==> src/logic/timer16_pwm_pkg.sv <==
// constants, field layouts and types shared by the 16-bit pwm timer block
// assumes a single clock domain and a plain address/strobe register port
package timer16_pwm_pkg;

  // widths
  localparam int CNT_W  = 16;
  localparam int ADDR_W = 3;
  localparam int NUM_CH = 2;
  localparam int CH_A   = 0;

  // waveform_mode_select encodings served here
  localparam logic [3:0] MODE_PC_8    = 4'h1;
  localparam logic [3:0] MODE_PC_9    = 4'h2;
  localparam logic [3:0] MODE_PC_10   = 4'h3;
  localparam logic [3:0] MODE_FP_8    = 4'h5;
  localparam logic [3:0] MODE_FP_9    = 4'h6;
  localparam logic [3:0] MODE_FP_10   = 4'h7;
  localparam logic [3:0] MODE_PC_CAP  = 4'hA;
  localparam logic [3:0] MODE_PC_CMPA = 4'hB;
  localparam logic [3:0] MODE_FP_CAP  = 4'hE;
  localparam logic [3:0] MODE_FP_CMPA = 4'hF;

  // counter values
  localparam logic [15:0] TOP_8    = 16'h00FF;
  localparam logic [15:0] TOP_9    = 16'h01FF;
  localparam logic [15:0] TOP_10   = 16'h03FF;
  localparam logic [15:0] CNT_MAX  = 16'hFFFF;
  localparam logic [15:0] CNT_ZERO = 16'h0000;
  localparam logic [15:0] CNT_ONE  = 16'h0001;

  // compare_output_action encodings
  localparam logic [1:0] ACT_OFF    = 2'h0;
  localparam logic [1:0] ACT_TOGGLE = 2'h1;
  localparam logic [1:0] ACT_NONINV = 2'h2;
  localparam logic [1:0] ACT_INV    = 2'h3;

  // register addresses
  localparam logic [2:0] ADDR_CTRL    = 3'h0;
  localparam logic [2:0] ADDR_COUNT   = 3'h1;
  localparam logic [2:0] ADDR_CMP_A   = 3'h2;
  localparam logic [2:0] ADDR_CMP_B   = 3'h3;
  localparam logic [2:0] ADDR_CAP_TOP = 3'h4;
  localparam logic [2:0] ADDR_FLAGS   = 3'h5;

  // control register layout, reserved bits read zero
  typedef struct packed {
    logic [5:0] rsvd;
    logic [1:0] pin_direction_bit;
    logic [1:0] compare_b_output_action;
    logic [1:0] compare_a_output_action;
    logic [3:0] waveform_mode_select;
  } ctrl_t;

  // status flags, write one to clear
  typedef struct packed {
    logic capture_match_flag;
    logic compare_b_flag;
    logic compare_a_flag;
    logic overflow_flag;
  } flags_t;

  typedef enum logic {DIR_UP, DIR_DOWN} count_dir_t;

  localparam ctrl_t  CTRL_RESET  = '0;
  localparam flags_t FLAGS_RESET = '0;

endpackage

==> src/logic/timer16_pwm.sv <==
// 16-bit timer waveform generator: fast pwm and phase-correct pwm modes
// assumes timer_tick_in is the prescaled timer enable, synchronous to ref_clk_in,
// and that port pin logic outside combines compare_out with the enable here
//
// Overview of operation
// - fast modes count up zero to top
// - fast top fixed, capture or compare a
// - fast: match clears, wrap sets; inverted opposite
// - action two non-inverted, three inverted pwm
// - fast overflow at top, top flag too
// - fixed top masks high compare bits on write
// - capture top written immediately, may overshoot
// - compare a buffered, loaded at top
// - resolution fixed 8/9/10 or variable top
// - compare zero spikes, compare top constant
// - mode 15 toggle gives half-rate square
// - capture top leaves compare a free
// - phase-correct counts up then down
// - phase-correct top source, held one tick
// - phase-correct: up match clears, down sets
// - phase-correct overflow at zero only
// - phase-correct buffers load at top, flag
// - action zero leaves output untouched
// - output state cleared on reset
module timer16_pwm #(
  parameter int CNT_WIDTH = 16,
  parameter int CHANNELS  = 2
) (
  input  wire logic                                   ref_clk_in,
  input  wire logic                                   rstn_in,
  input  wire logic                                   clk_en_in,
  input  wire logic                                   timer_tick_in,
  input  wire logic [timer16_pwm_pkg::ADDR_W-1:0]     addr_in,
  input  wire logic [timer16_pwm_pkg::CNT_W-1:0]      wr_data_in,
  input  wire logic                                   wr_en_in,
  input  wire logic                                   rd_en_in,
  output logic      [timer16_pwm_pkg::CNT_W-1:0]      rd_data_out,
  output logic      [timer16_pwm_pkg::NUM_CH-1:0]     compare_out,
  output logic      [timer16_pwm_pkg::NUM_CH-1:0]     compare_oe_n_out,
  output timer16_pwm_pkg::flags_t                     flags_out
);

  // the logic is written for exactly this width and channel count
  if (CNT_WIDTH != timer16_pwm_pkg::CNT_W || CHANNELS != timer16_pwm_pkg::NUM_CH) begin : g_chk
    $error("timer16_pwm: only 16-bit width and two channels are supported");
  end

  localparam int W = timer16_pwm_pkg::CNT_W;
  localparam int N = timer16_pwm_pkg::NUM_CH;

  // reset release through two flops; assert is asynchronous
  logic rst_meta_r;
  logic rst_sync_r;
  always_ff @(posedge ref_clk_in or negedge rstn_in) begin
    if (!rstn_in) begin
      rst_meta_r <= 1'b0;
      rst_sync_r <= 1'b0;
    end else begin
      rst_meta_r <= 1'b1;
      rst_sync_r <= rst_meta_r;
    end
  end

  // fixed-top resolution mask, used by both compare writes
  // full width outside the fixed modes, so variable tops keep every bit
  function automatic logic [W-1:0] res_mask(input logic [3:0] m);
    logic [W-1:0] r;
    r = timer16_pwm_pkg::CNT_MAX;
    if (m == timer16_pwm_pkg::MODE_PC_8 || m == timer16_pwm_pkg::MODE_FP_8) begin
      r = timer16_pwm_pkg::TOP_8;
    end else if (m == timer16_pwm_pkg::MODE_PC_9 || m == timer16_pwm_pkg::MODE_FP_9) begin
      r = timer16_pwm_pkg::TOP_9;
    end else if (m == timer16_pwm_pkg::MODE_PC_10 || m == timer16_pwm_pkg::MODE_FP_10) begin
      r = timer16_pwm_pkg::TOP_10;
    end
    return r;
  endfunction

  function automatic logic is_fast(input logic [3:0] m);
    return m == timer16_pwm_pkg::MODE_FP_8 || m == timer16_pwm_pkg::MODE_FP_9 ||
           m == timer16_pwm_pkg::MODE_FP_10 || m == timer16_pwm_pkg::MODE_FP_CAP ||
           m == timer16_pwm_pkg::MODE_FP_CMPA;
  endfunction

  function automatic logic is_phase(input logic [3:0] m);
    return m == timer16_pwm_pkg::MODE_PC_8 || m == timer16_pwm_pkg::MODE_PC_9 ||
           m == timer16_pwm_pkg::MODE_PC_10 || m == timer16_pwm_pkg::MODE_PC_CAP ||
           m == timer16_pwm_pkg::MODE_PC_CMPA;
  endfunction

  // state
  timer16_pwm_pkg::ctrl_t      ctrl_r,  ctrl_nxt;
  timer16_pwm_pkg::flags_t     flags_r, flags_nxt;
  timer16_pwm_pkg::count_dir_t dir_r,   dir_nxt;
  logic [W-1:0]                cnt_r,   cnt_nxt;
  logic [W-1:0]                cap_r,   cap_nxt;
  // buffers take software writes; active copies drive matching and top
  logic [W-1:0]                buf_r    [N];
  logic [W-1:0]                buf_nxt  [N];
  logic [W-1:0]                act_r    [N];
  logic [W-1:0]                act_nxt  [N];
  logic [N-1:0]                oc_r,    oc_nxt;
  logic [N-1:0]                oe_n_r,  oe_n_nxt;
  logic [W-1:0]                rd_r,    rd_nxt;

  // decoded view of the current mode
  logic [3:0]   mode;
  logic         fast;
  logic         phase;
  logic         pwm;
  logic         top_is_cap;
  logic         top_is_cmpa;
  logic [W-1:0] top;
  logic         at_top;
  logic         at_zero;
  logic         up_eff;
  logic         load;
  logic [1:0]   act [N];
  logic [N-1:0] match;

  always_comb begin
    mode        = ctrl_r.waveform_mode_select;
    fast        = is_fast(mode);
    phase       = is_phase(mode);
    pwm         = fast || phase;
    top_is_cap  = mode == timer16_pwm_pkg::MODE_FP_CAP || mode == timer16_pwm_pkg::MODE_PC_CAP;
    top_is_cmpa = mode == timer16_pwm_pkg::MODE_FP_CMPA ||
                  mode == timer16_pwm_pkg::MODE_PC_CMPA;
    // top source: fixed mask, live capture register or active compare a
    if (top_is_cap) begin
      top = cap_r;
    end else if (top_is_cmpa) begin
      top = act_r[timer16_pwm_pkg::CH_A];
    end else if (pwm) begin
      top = res_mask(mode);
    end else begin
      top = timer16_pwm_pkg::CNT_MAX;
    end
    at_top  = cnt_r == top;
    at_zero = cnt_r == timer16_pwm_pkg::CNT_ZERO;
    // at the turning points the slope is the one about to start
    if (at_top) begin
      up_eff = 1'b0;
    end else if (at_zero) begin
      up_eff = 1'b1;
    end else begin
      up_eff = dir_r == timer16_pwm_pkg::DIR_UP;
    end
    act[0] = ctrl_r.compare_a_output_action;
    act[1] = ctrl_r.compare_b_output_action;
    for (int i = 0; i < N; i++) begin
      match[i] = cnt_r == act_r[i];
    end
    // buffer transfer point: counter at top in either pwm family
    load = timer_tick_in && pwm && at_top && (fast || dir_r == timer16_pwm_pkg::DIR_UP);
  end

  // next-state computation for counter, compare units, flags and bus
  always_comb begin
    timer16_pwm_pkg::flags_t set_f;
    timer16_pwm_pkg::flags_t clr_f;
    set_f     = timer16_pwm_pkg::FLAGS_RESET;
    clr_f     = timer16_pwm_pkg::FLAGS_RESET;
    ctrl_nxt  = ctrl_r;
    dir_nxt   = dir_r;
    cnt_nxt   = cnt_r;
    cap_nxt   = cap_r;
    oc_nxt    = oc_r;
    rd_nxt    = timer16_pwm_pkg::CNT_ZERO;
    for (int i = 0; i < N; i++) begin
      buf_nxt[i] = buf_r[i];
      act_nxt[i] = act_r[i];
    end

    // counter sequencing on timer ticks only
    if (timer_tick_in) begin
      if (fast) begin
        if (at_top) begin
          cnt_nxt             = timer16_pwm_pkg::CNT_ZERO;
          set_f.overflow_flag = 1'b1;
        end else begin
          cnt_nxt = cnt_r + timer16_pwm_pkg::CNT_ONE;
        end
      end else if (phase) begin
        if (dir_r == timer16_pwm_pkg::DIR_UP) begin
          if (at_top) begin
            dir_nxt = timer16_pwm_pkg::DIR_DOWN;
            cnt_nxt = cnt_r - timer16_pwm_pkg::CNT_ONE;
          end else begin
            cnt_nxt = cnt_r + timer16_pwm_pkg::CNT_ONE;
          end
        end else if (at_zero) begin
          // bottom is held for one tick too, mirroring the turn at top
          dir_nxt = timer16_pwm_pkg::DIR_UP;
          cnt_nxt = cnt_r + timer16_pwm_pkg::CNT_ONE;
        end else begin
          cnt_nxt = cnt_r - timer16_pwm_pkg::CNT_ONE;
          // flag on arrival at zero, never at top
          set_f.overflow_flag = cnt_r == timer16_pwm_pkg::CNT_ONE;
        end
      end else begin
        // other modes: free-running up count, no waveform action
        cnt_nxt             = cnt_r + timer16_pwm_pkg::CNT_ONE;
        set_f.overflow_flag = cnt_r == timer16_pwm_pkg::CNT_MAX;
      end

      // top-source flag rides with the buffer transfer
      if (load) begin
        set_f.capture_match_flag = top_is_cap;
        set_f.compare_a_flag     = top_is_cmpa;
        for (int i = 0; i < N; i++) begin
          act_nxt[i] = buf_r[i];
        end
      end

      // compare units; a compare left above top by a late top change matches only if an overshooting count passes it
      for (int i = 0; i < N; i++) begin
        if (match[i]) begin
          if (i == 0) begin
            set_f.compare_a_flag = 1'b1;
          end else begin
            set_f.compare_b_flag = 1'b1;
          end
        end
        if (act[i] == timer16_pwm_pkg::ACT_OFF) begin
          oc_nxt[i] = oc_r[i];
        end else if (act[i] == timer16_pwm_pkg::ACT_TOGGLE) begin
          // toggling only where compare a is top; otherwise reserved, no action
          if (i == timer16_pwm_pkg::CH_A && top_is_cmpa && match[i]) begin
            oc_nxt[i] = !oc_r[i];
          end
        end else if (fast) begin
          // wrap after the match so compare equal to top stays constant
          if (match[i]) begin
            oc_nxt[i] = act[i] == timer16_pwm_pkg::ACT_INV;
          end
          if (at_top) begin
            oc_nxt[i] = act[i] == timer16_pwm_pkg::ACT_NONINV;
          end
        end else if (phase && match[i]) begin
          // up-slope match clears for non-inverted, down-slope sets
          oc_nxt[i] = (act[i] == timer16_pwm_pkg::ACT_INV) == up_eff;
        end
      end
    end

    // register writes; a counter write wins over the tick
    if (wr_en_in) begin
      if (addr_in == timer16_pwm_pkg::ADDR_CTRL) begin
        ctrl_nxt      = timer16_pwm_pkg::ctrl_t'(wr_data_in);
        ctrl_nxt.rsvd = '0;
      end else if (addr_in == timer16_pwm_pkg::ADDR_COUNT) begin
        cnt_nxt = wr_data_in;
      end else if (addr_in == timer16_pwm_pkg::ADDR_CMP_A ||
                   addr_in == timer16_pwm_pkg::ADDR_CMP_B) begin
        for (int i = 0; i < N; i++) begin
          if (addr_in == (i == 0 ? timer16_pwm_pkg::ADDR_CMP_A
                                 : timer16_pwm_pkg::ADDR_CMP_B)) begin
            buf_nxt[i] = wr_data_in & res_mask(mode);
            // outside pwm the compare value is not buffered
            if (!pwm) begin
              act_nxt[i] = wr_data_in & res_mask(mode);
            end
          end
        end
      end else if (addr_in == timer16_pwm_pkg::ADDR_CAP_TOP) begin
        cap_nxt = wr_data_in;
      end else if (addr_in == timer16_pwm_pkg::ADDR_FLAGS) begin
        // only ones clear, so writing back a read value drops just what was seen
        clr_f = timer16_pwm_pkg::flags_t'(
                  wr_data_in[$bits(timer16_pwm_pkg::flags_t)-1:0]);
      end
    end
    // a flag event in the clearing cycle survives
    flags_nxt = (flags_r & ~clr_f) | set_f;

    // read data valid only in the cycle after the strobe
    if (rd_en_in) begin
      if (addr_in == timer16_pwm_pkg::ADDR_CTRL) begin
        rd_nxt = ctrl_r;
      end else if (addr_in == timer16_pwm_pkg::ADDR_COUNT) begin
        rd_nxt = cnt_r;
      end else if (addr_in == timer16_pwm_pkg::ADDR_CMP_A) begin
        rd_nxt = buf_r[0];
      end else if (addr_in == timer16_pwm_pkg::ADDR_CMP_B) begin
        rd_nxt = buf_r[1];
      end else if (addr_in == timer16_pwm_pkg::ADDR_CAP_TOP) begin
        rd_nxt = cap_r;
      end else if (addr_in == timer16_pwm_pkg::ADDR_FLAGS) begin
        rd_nxt = W'(flags_r);
      end
    end

    // pin drive needs both the direction bit and a nonzero action
    for (int i = 0; i < N; i++) begin
      oe_n_nxt[i] = !(ctrl_nxt.pin_direction_bit[i] &&
                      (i == 0 ? ctrl_nxt.compare_a_output_action
                              : ctrl_nxt.compare_b_output_action) != timer16_pwm_pkg::ACT_OFF);
    end
  end

  // state registers; clock enable freezes everything
  always_ff @(posedge ref_clk_in or negedge rst_sync_r) begin
    if (!rst_sync_r) begin
      ctrl_r  <= timer16_pwm_pkg::CTRL_RESET;
      flags_r <= timer16_pwm_pkg::FLAGS_RESET;
      dir_r   <= timer16_pwm_pkg::DIR_UP;
      cnt_r   <= timer16_pwm_pkg::CNT_ZERO;
      cap_r   <= timer16_pwm_pkg::CNT_ZERO;
      oc_r    <= '0;
      oe_n_r  <= '1;
      rd_r    <= timer16_pwm_pkg::CNT_ZERO;
      for (int i = 0; i < N; i++) begin
        buf_r[i] <= timer16_pwm_pkg::CNT_ZERO;
        act_r[i] <= timer16_pwm_pkg::CNT_ZERO;
      end
    end else if (clk_en_in) begin
      ctrl_r  <= ctrl_nxt;
      flags_r <= flags_nxt;
      dir_r   <= dir_nxt;
      cnt_r   <= cnt_nxt;
      cap_r   <= cap_nxt;
      oc_r    <= oc_nxt;
      oe_n_r  <= oe_n_nxt;
      rd_r    <= rd_nxt;
      for (int i = 0; i < N; i++) begin
        buf_r[i] <= buf_nxt[i];
        act_r[i] <= act_nxt[i];
      end
    end
  end

  // outputs straight from flops
  assign rd_data_out      = rd_r;
  assign compare_out      = oc_r;
  assign compare_oe_n_out = oe_n_r;
  assign flags_out        = flags_r;

endmodule

==> config.mk <==
export PLATFORM = sky130hd
export DESIGN_NAME = timer16_pwm
export DESIGN_NICKNAME = d
export VERILOG_FILES = /design/src/logic/timer16_pwm_pkg.sv /design/src/logic/timer16_pwm.sv
export SDC_FILE = /design/constraint.sdc
export NUM_CORES = 1
export LEC_CHECK = 0
export ABC_AREA = 1
export BUFFER_PORTS_ARGS = -buffer_cell sky130_fd_sc_hd__buf_2
export CORE_MARGIN = 2
export CORE_UTILIZATION = 60
export DETAILED_ROUTE_END_ITERATION = 16
export GPL_TIMING_DRIVEN = 0
export PLACE_DENSITY = 0.87
export SKIP_CTS_REPAIR_TIMING = 1
export SYNTH_ARGS = -nofsm -noshare
export SYNTH_HDL_FRONTEND = slang
export SYNTH_SLANG_ARGS = --single-unit
==> constraint.sdc <==
create_clock -name ref_clk_in -period 7.68 [get_ports ref_clk_in]
set_input_delay 1.536 -clock ref_clk_in [delete_from_list [all_inputs] [get_ports ref_clk_in]]
set_output_delay 1.536 -clock ref_clk_in [all_outputs]
set_load 0.005 [all_outputs]
==> out/qor.yml <==
sta:
  final_max_slew_viol_count: 0
  final.setup.worst_slack_ns: 4.066
  period_share_pct: 47.06
  max_slew_margin_pct: 44.30
  skew_ns: 0.009873
  totalNegativeSetupSlack_ns: 0
  final-setup-viol-count: 0
  fmax_ghz: 0.2767
  rsz_0062_raised_after_global_routing: "false"
  final_hold_viol_count: 0
  transition_time_at_the_pin_with_the_least_slew_margin_ns: 0.8225
  post-route-min-period_ns: 3.614
yosys:
  netlist.top_cell.by_area: "dfrtp_1"
  synth_edf_count: 0
  mappedNetlistNets: 1326
  synth_cell_types: 47
  synth_area_per_cell_sq_um: 6.904
  syn_inst: 1297
  synth_top_family_by_area: "simple AND/OR/NAND/NOR gates"
  post_synth_fa_ha_maj_area_fraction_pct: 0.5589
  ys_top_cells_by_area: "dfrtp_1, nand2_1, o21ai_0"
  synth_simple_gate_area_share_pct: 28.42
  area_fraction_in_compound_gates_after_synthesis_pct: 19.46
  synth-seq-cells: 133
  ys_dominant_reg_cell: "dfrtp_1"
  yosys_warnings: 0
  synth_largest_type_area_fraction_pct: 36.61
  synth_xor_area_share_pct: 3.912
  synth.yosys.seq_area_share_pct: 37.19
  synth_async_sr_flop_share_pct: 100.0
  syn-cell-area_sq_um: 8955
  synth.area.mux_share_pct: 0
global_route:
  grt_pass1_vias: 9003
  grt-ovfl-total: 0
  initial_antenna_violation_count: 0
  largest_net_degree_at_the_start_of_global_routing: 58
  global_route.usage.total_pct: 41.00
  grt_pass1_wl_um: 49690
pwr:
  largest_voltage_drop_on_the_vdd_net_mv: 0.2222
  leakage_power_of_the_design_nw: 4.989
  power_per_cell_area_nw_per_um2: 324.9
cts:
  worst_skew_pair.late_latency_ns: 0.43
  cts-root-buf: "clkbuf_16"
  cts_tree: "yes"
  cts.path.max_buffers: 2
  htreeDepth: 4
  numCtsBuffers: 17
  clock_sinks: 133
  cts.reportedPaths.clkPinSlew_ns: 0.06
drt:
  route.detailed.drc: 0
  final_antenna_net_count: 0
  finalWirelength_um: 32240
  drt_iter0_drc: 1203
  detailroute.via_count: 9679
  routed_wire_length_per_instance_um: 20.69
  firstDrtPassIters: 7
  viasPerCell: 6.212
finish:
  sequential_cell_area_sq_um: 3334
  mostFrequentLayoutCell: "nand2_1"
  multi_input_area_sq_um: 4692
  n_antenna_cell: 0
  filler_cell_count: 1232
  final_cell_mix: "nand2_1, inv_1, dfrtp_1"
  fraction_of_layout_instances_using_a_drive_strength_above_1_pct: 9.971
  layout-area-overhead-vs-synth_pct: 13.61
  fin_nets: 1390
critical_path:
  r2r_setup_slack_ns: 4.61
  path_cells: "buf_2 -> inv_1 -> nor2_1 -> nand2_1 -> nor2_1 -> inv_1 -> clkbuf_1 -> o21ai_0 -> inv_1 -> nand2_1 -> nand2_1"
  critical_path.max_stage_delay_ns: 0.61
  path_delay_family: "simple AND/OR/NAND/NOR gates"
  worst-endpoint-arrival_ns: 3.93
  critical_path.startpoint_type: "primary input"
  end_kind: "register"
  crit_slowest_cell: "nor2_1"
  worst-path-buf-inv: 5
  critical_path_required_ns: 8.00
  classification_of_the_worst_setup_path: "in2reg"
  timing.critical_path.fanout_max: 10
placement:
  detailed_place_hpwl_um: 24600
  place_ws_ns: 3.835
  io_buffer_count: 43
  globalplace.congestion: 1.013
die:
  floorplan.initialDensity_pct: 61.61
  core_area_sq_um: 14530
  rows: 44
  floorplan.die_area_sq_um: 15920
  io-pin-count: 49
  die_h_um: 126.2
  die_w_um: 126.2
flow_run:
  drv.max_cap_violation_count: 0
hold_path:
  hold_class: "reg2async"
outcome:
  run_status: "finished, final reports clean"
Yosys cell counts (all sizes together), types with 2 or more instances:
cell type,n
buf,19
nand3b,2
nand2,393
dfstp,2
a22oi,6
xnor2,13
clkbuf,52
nor2,64
o2111ai,3
clkinv,5
dfrtp,131
o211ai,25
nand3,78
nor3,21
xor2,27
ha,4
a31oi,4
inv,153
o221ai,11
a21oi,71
o22ai,12
o21ai,167
a311oi,2
nand4,20
nor4,5
final timing paths:
| check | cells past startpoint | from | end |
|---|---|---|---|
| worst min-delay path | 0 | rst_sync_r | buf_r[18] |
| worst max register to register | 11 | cnt_r[4] | act_r[13] |
| min in group ref_clk_in | 0 | rst_meta_r | rst_sync_r |
| worst max-delay path | 11 | addr_in[0] | cnt_r[4] |
| max in group asynchronous | 1 | rstn_in | rst_sync_r |
| worst min register to register | 0 | rst_sync_r | buf_r[18] |
where the power goes:
| part | total [mW] | switching (mW) | internal, mW |
|---|---|---|---|
| clock | 0.999 | 0.328 | 0.671 |
| sequential | 0.993 | 0.129 | 0.864 |
| combinational | 1.31 | 0.902 | 0.412 |
flip-flops by register name (all words and copies together) (netlist names), 2 cells and up:
| register | cells |
|---|---|
| act_r | 32 |
| buf_r | 32 |
| cap_r | 16 |
| cnt_r | 16 |
| rd_data_out | 16 |
| act | 4 |
| flags_out | 4 |
| mode | 4 |
| compare_oe_n_out | 2 |
| compare_out | 2 |
| ctrl_r | 2 |
layer usage:
metal	wire length (um)	track usage (%)
met5	0	0
met4	1632	18.88
met3	4198	10.62
met2	14160	63.22
met1	12250	54.54
stage by stage:
step	instances	utilization [%]	hold slack, ns	power [mW]	cell area [sq um]
after floorplan	1297	-	0.3312	1.873	8955
after global placement	1524	64.68	0.3338	2.223	9400
after detailed placement	1526	65.08	0.2706	2.257	9459
after CTS	1558	70.00	0.2753	3.256	10170
after global routing	1558	70.00	0.3128	3.478	10170
final	1558	70.00	0.2659	3.306	10170
cell type report:
cell class | count | area share (%)
inverter | 158 | 5.854
sequential | 133 | 32.78
clock buffer | 21 | 4.624
clock inverter | 11 | 2.398
multi-input combinational | 935 | 46.12
timing repair buffer | 45 | 2.656
tap | 184 | 2.263
buffer | 71 | 3.308
worst reg2reg max path, stage by stage, from the launching register on:
cell and delay (ns):
dfrtp_1 0.32, clkbuf_1 0.48, inv_1 0.34, nand3_1 0.16, nand2_1 0.10, nor2_1 0.21, nand2_1 0.18, nor2_8 0.24
nand3_4 0.17, clkbuf_1 0.34, a21oi_1 0.30, o21ai_1 0.09
logic make-up after synthesis:
kind of cell / count (synthesis)
other cells: 1
fa+ha+maj: 4
flops: 133
simple gates: 583
compound gates: 307
buf+inv: 229
xor+xnor: 40
(Power assumes the default switching activity.)
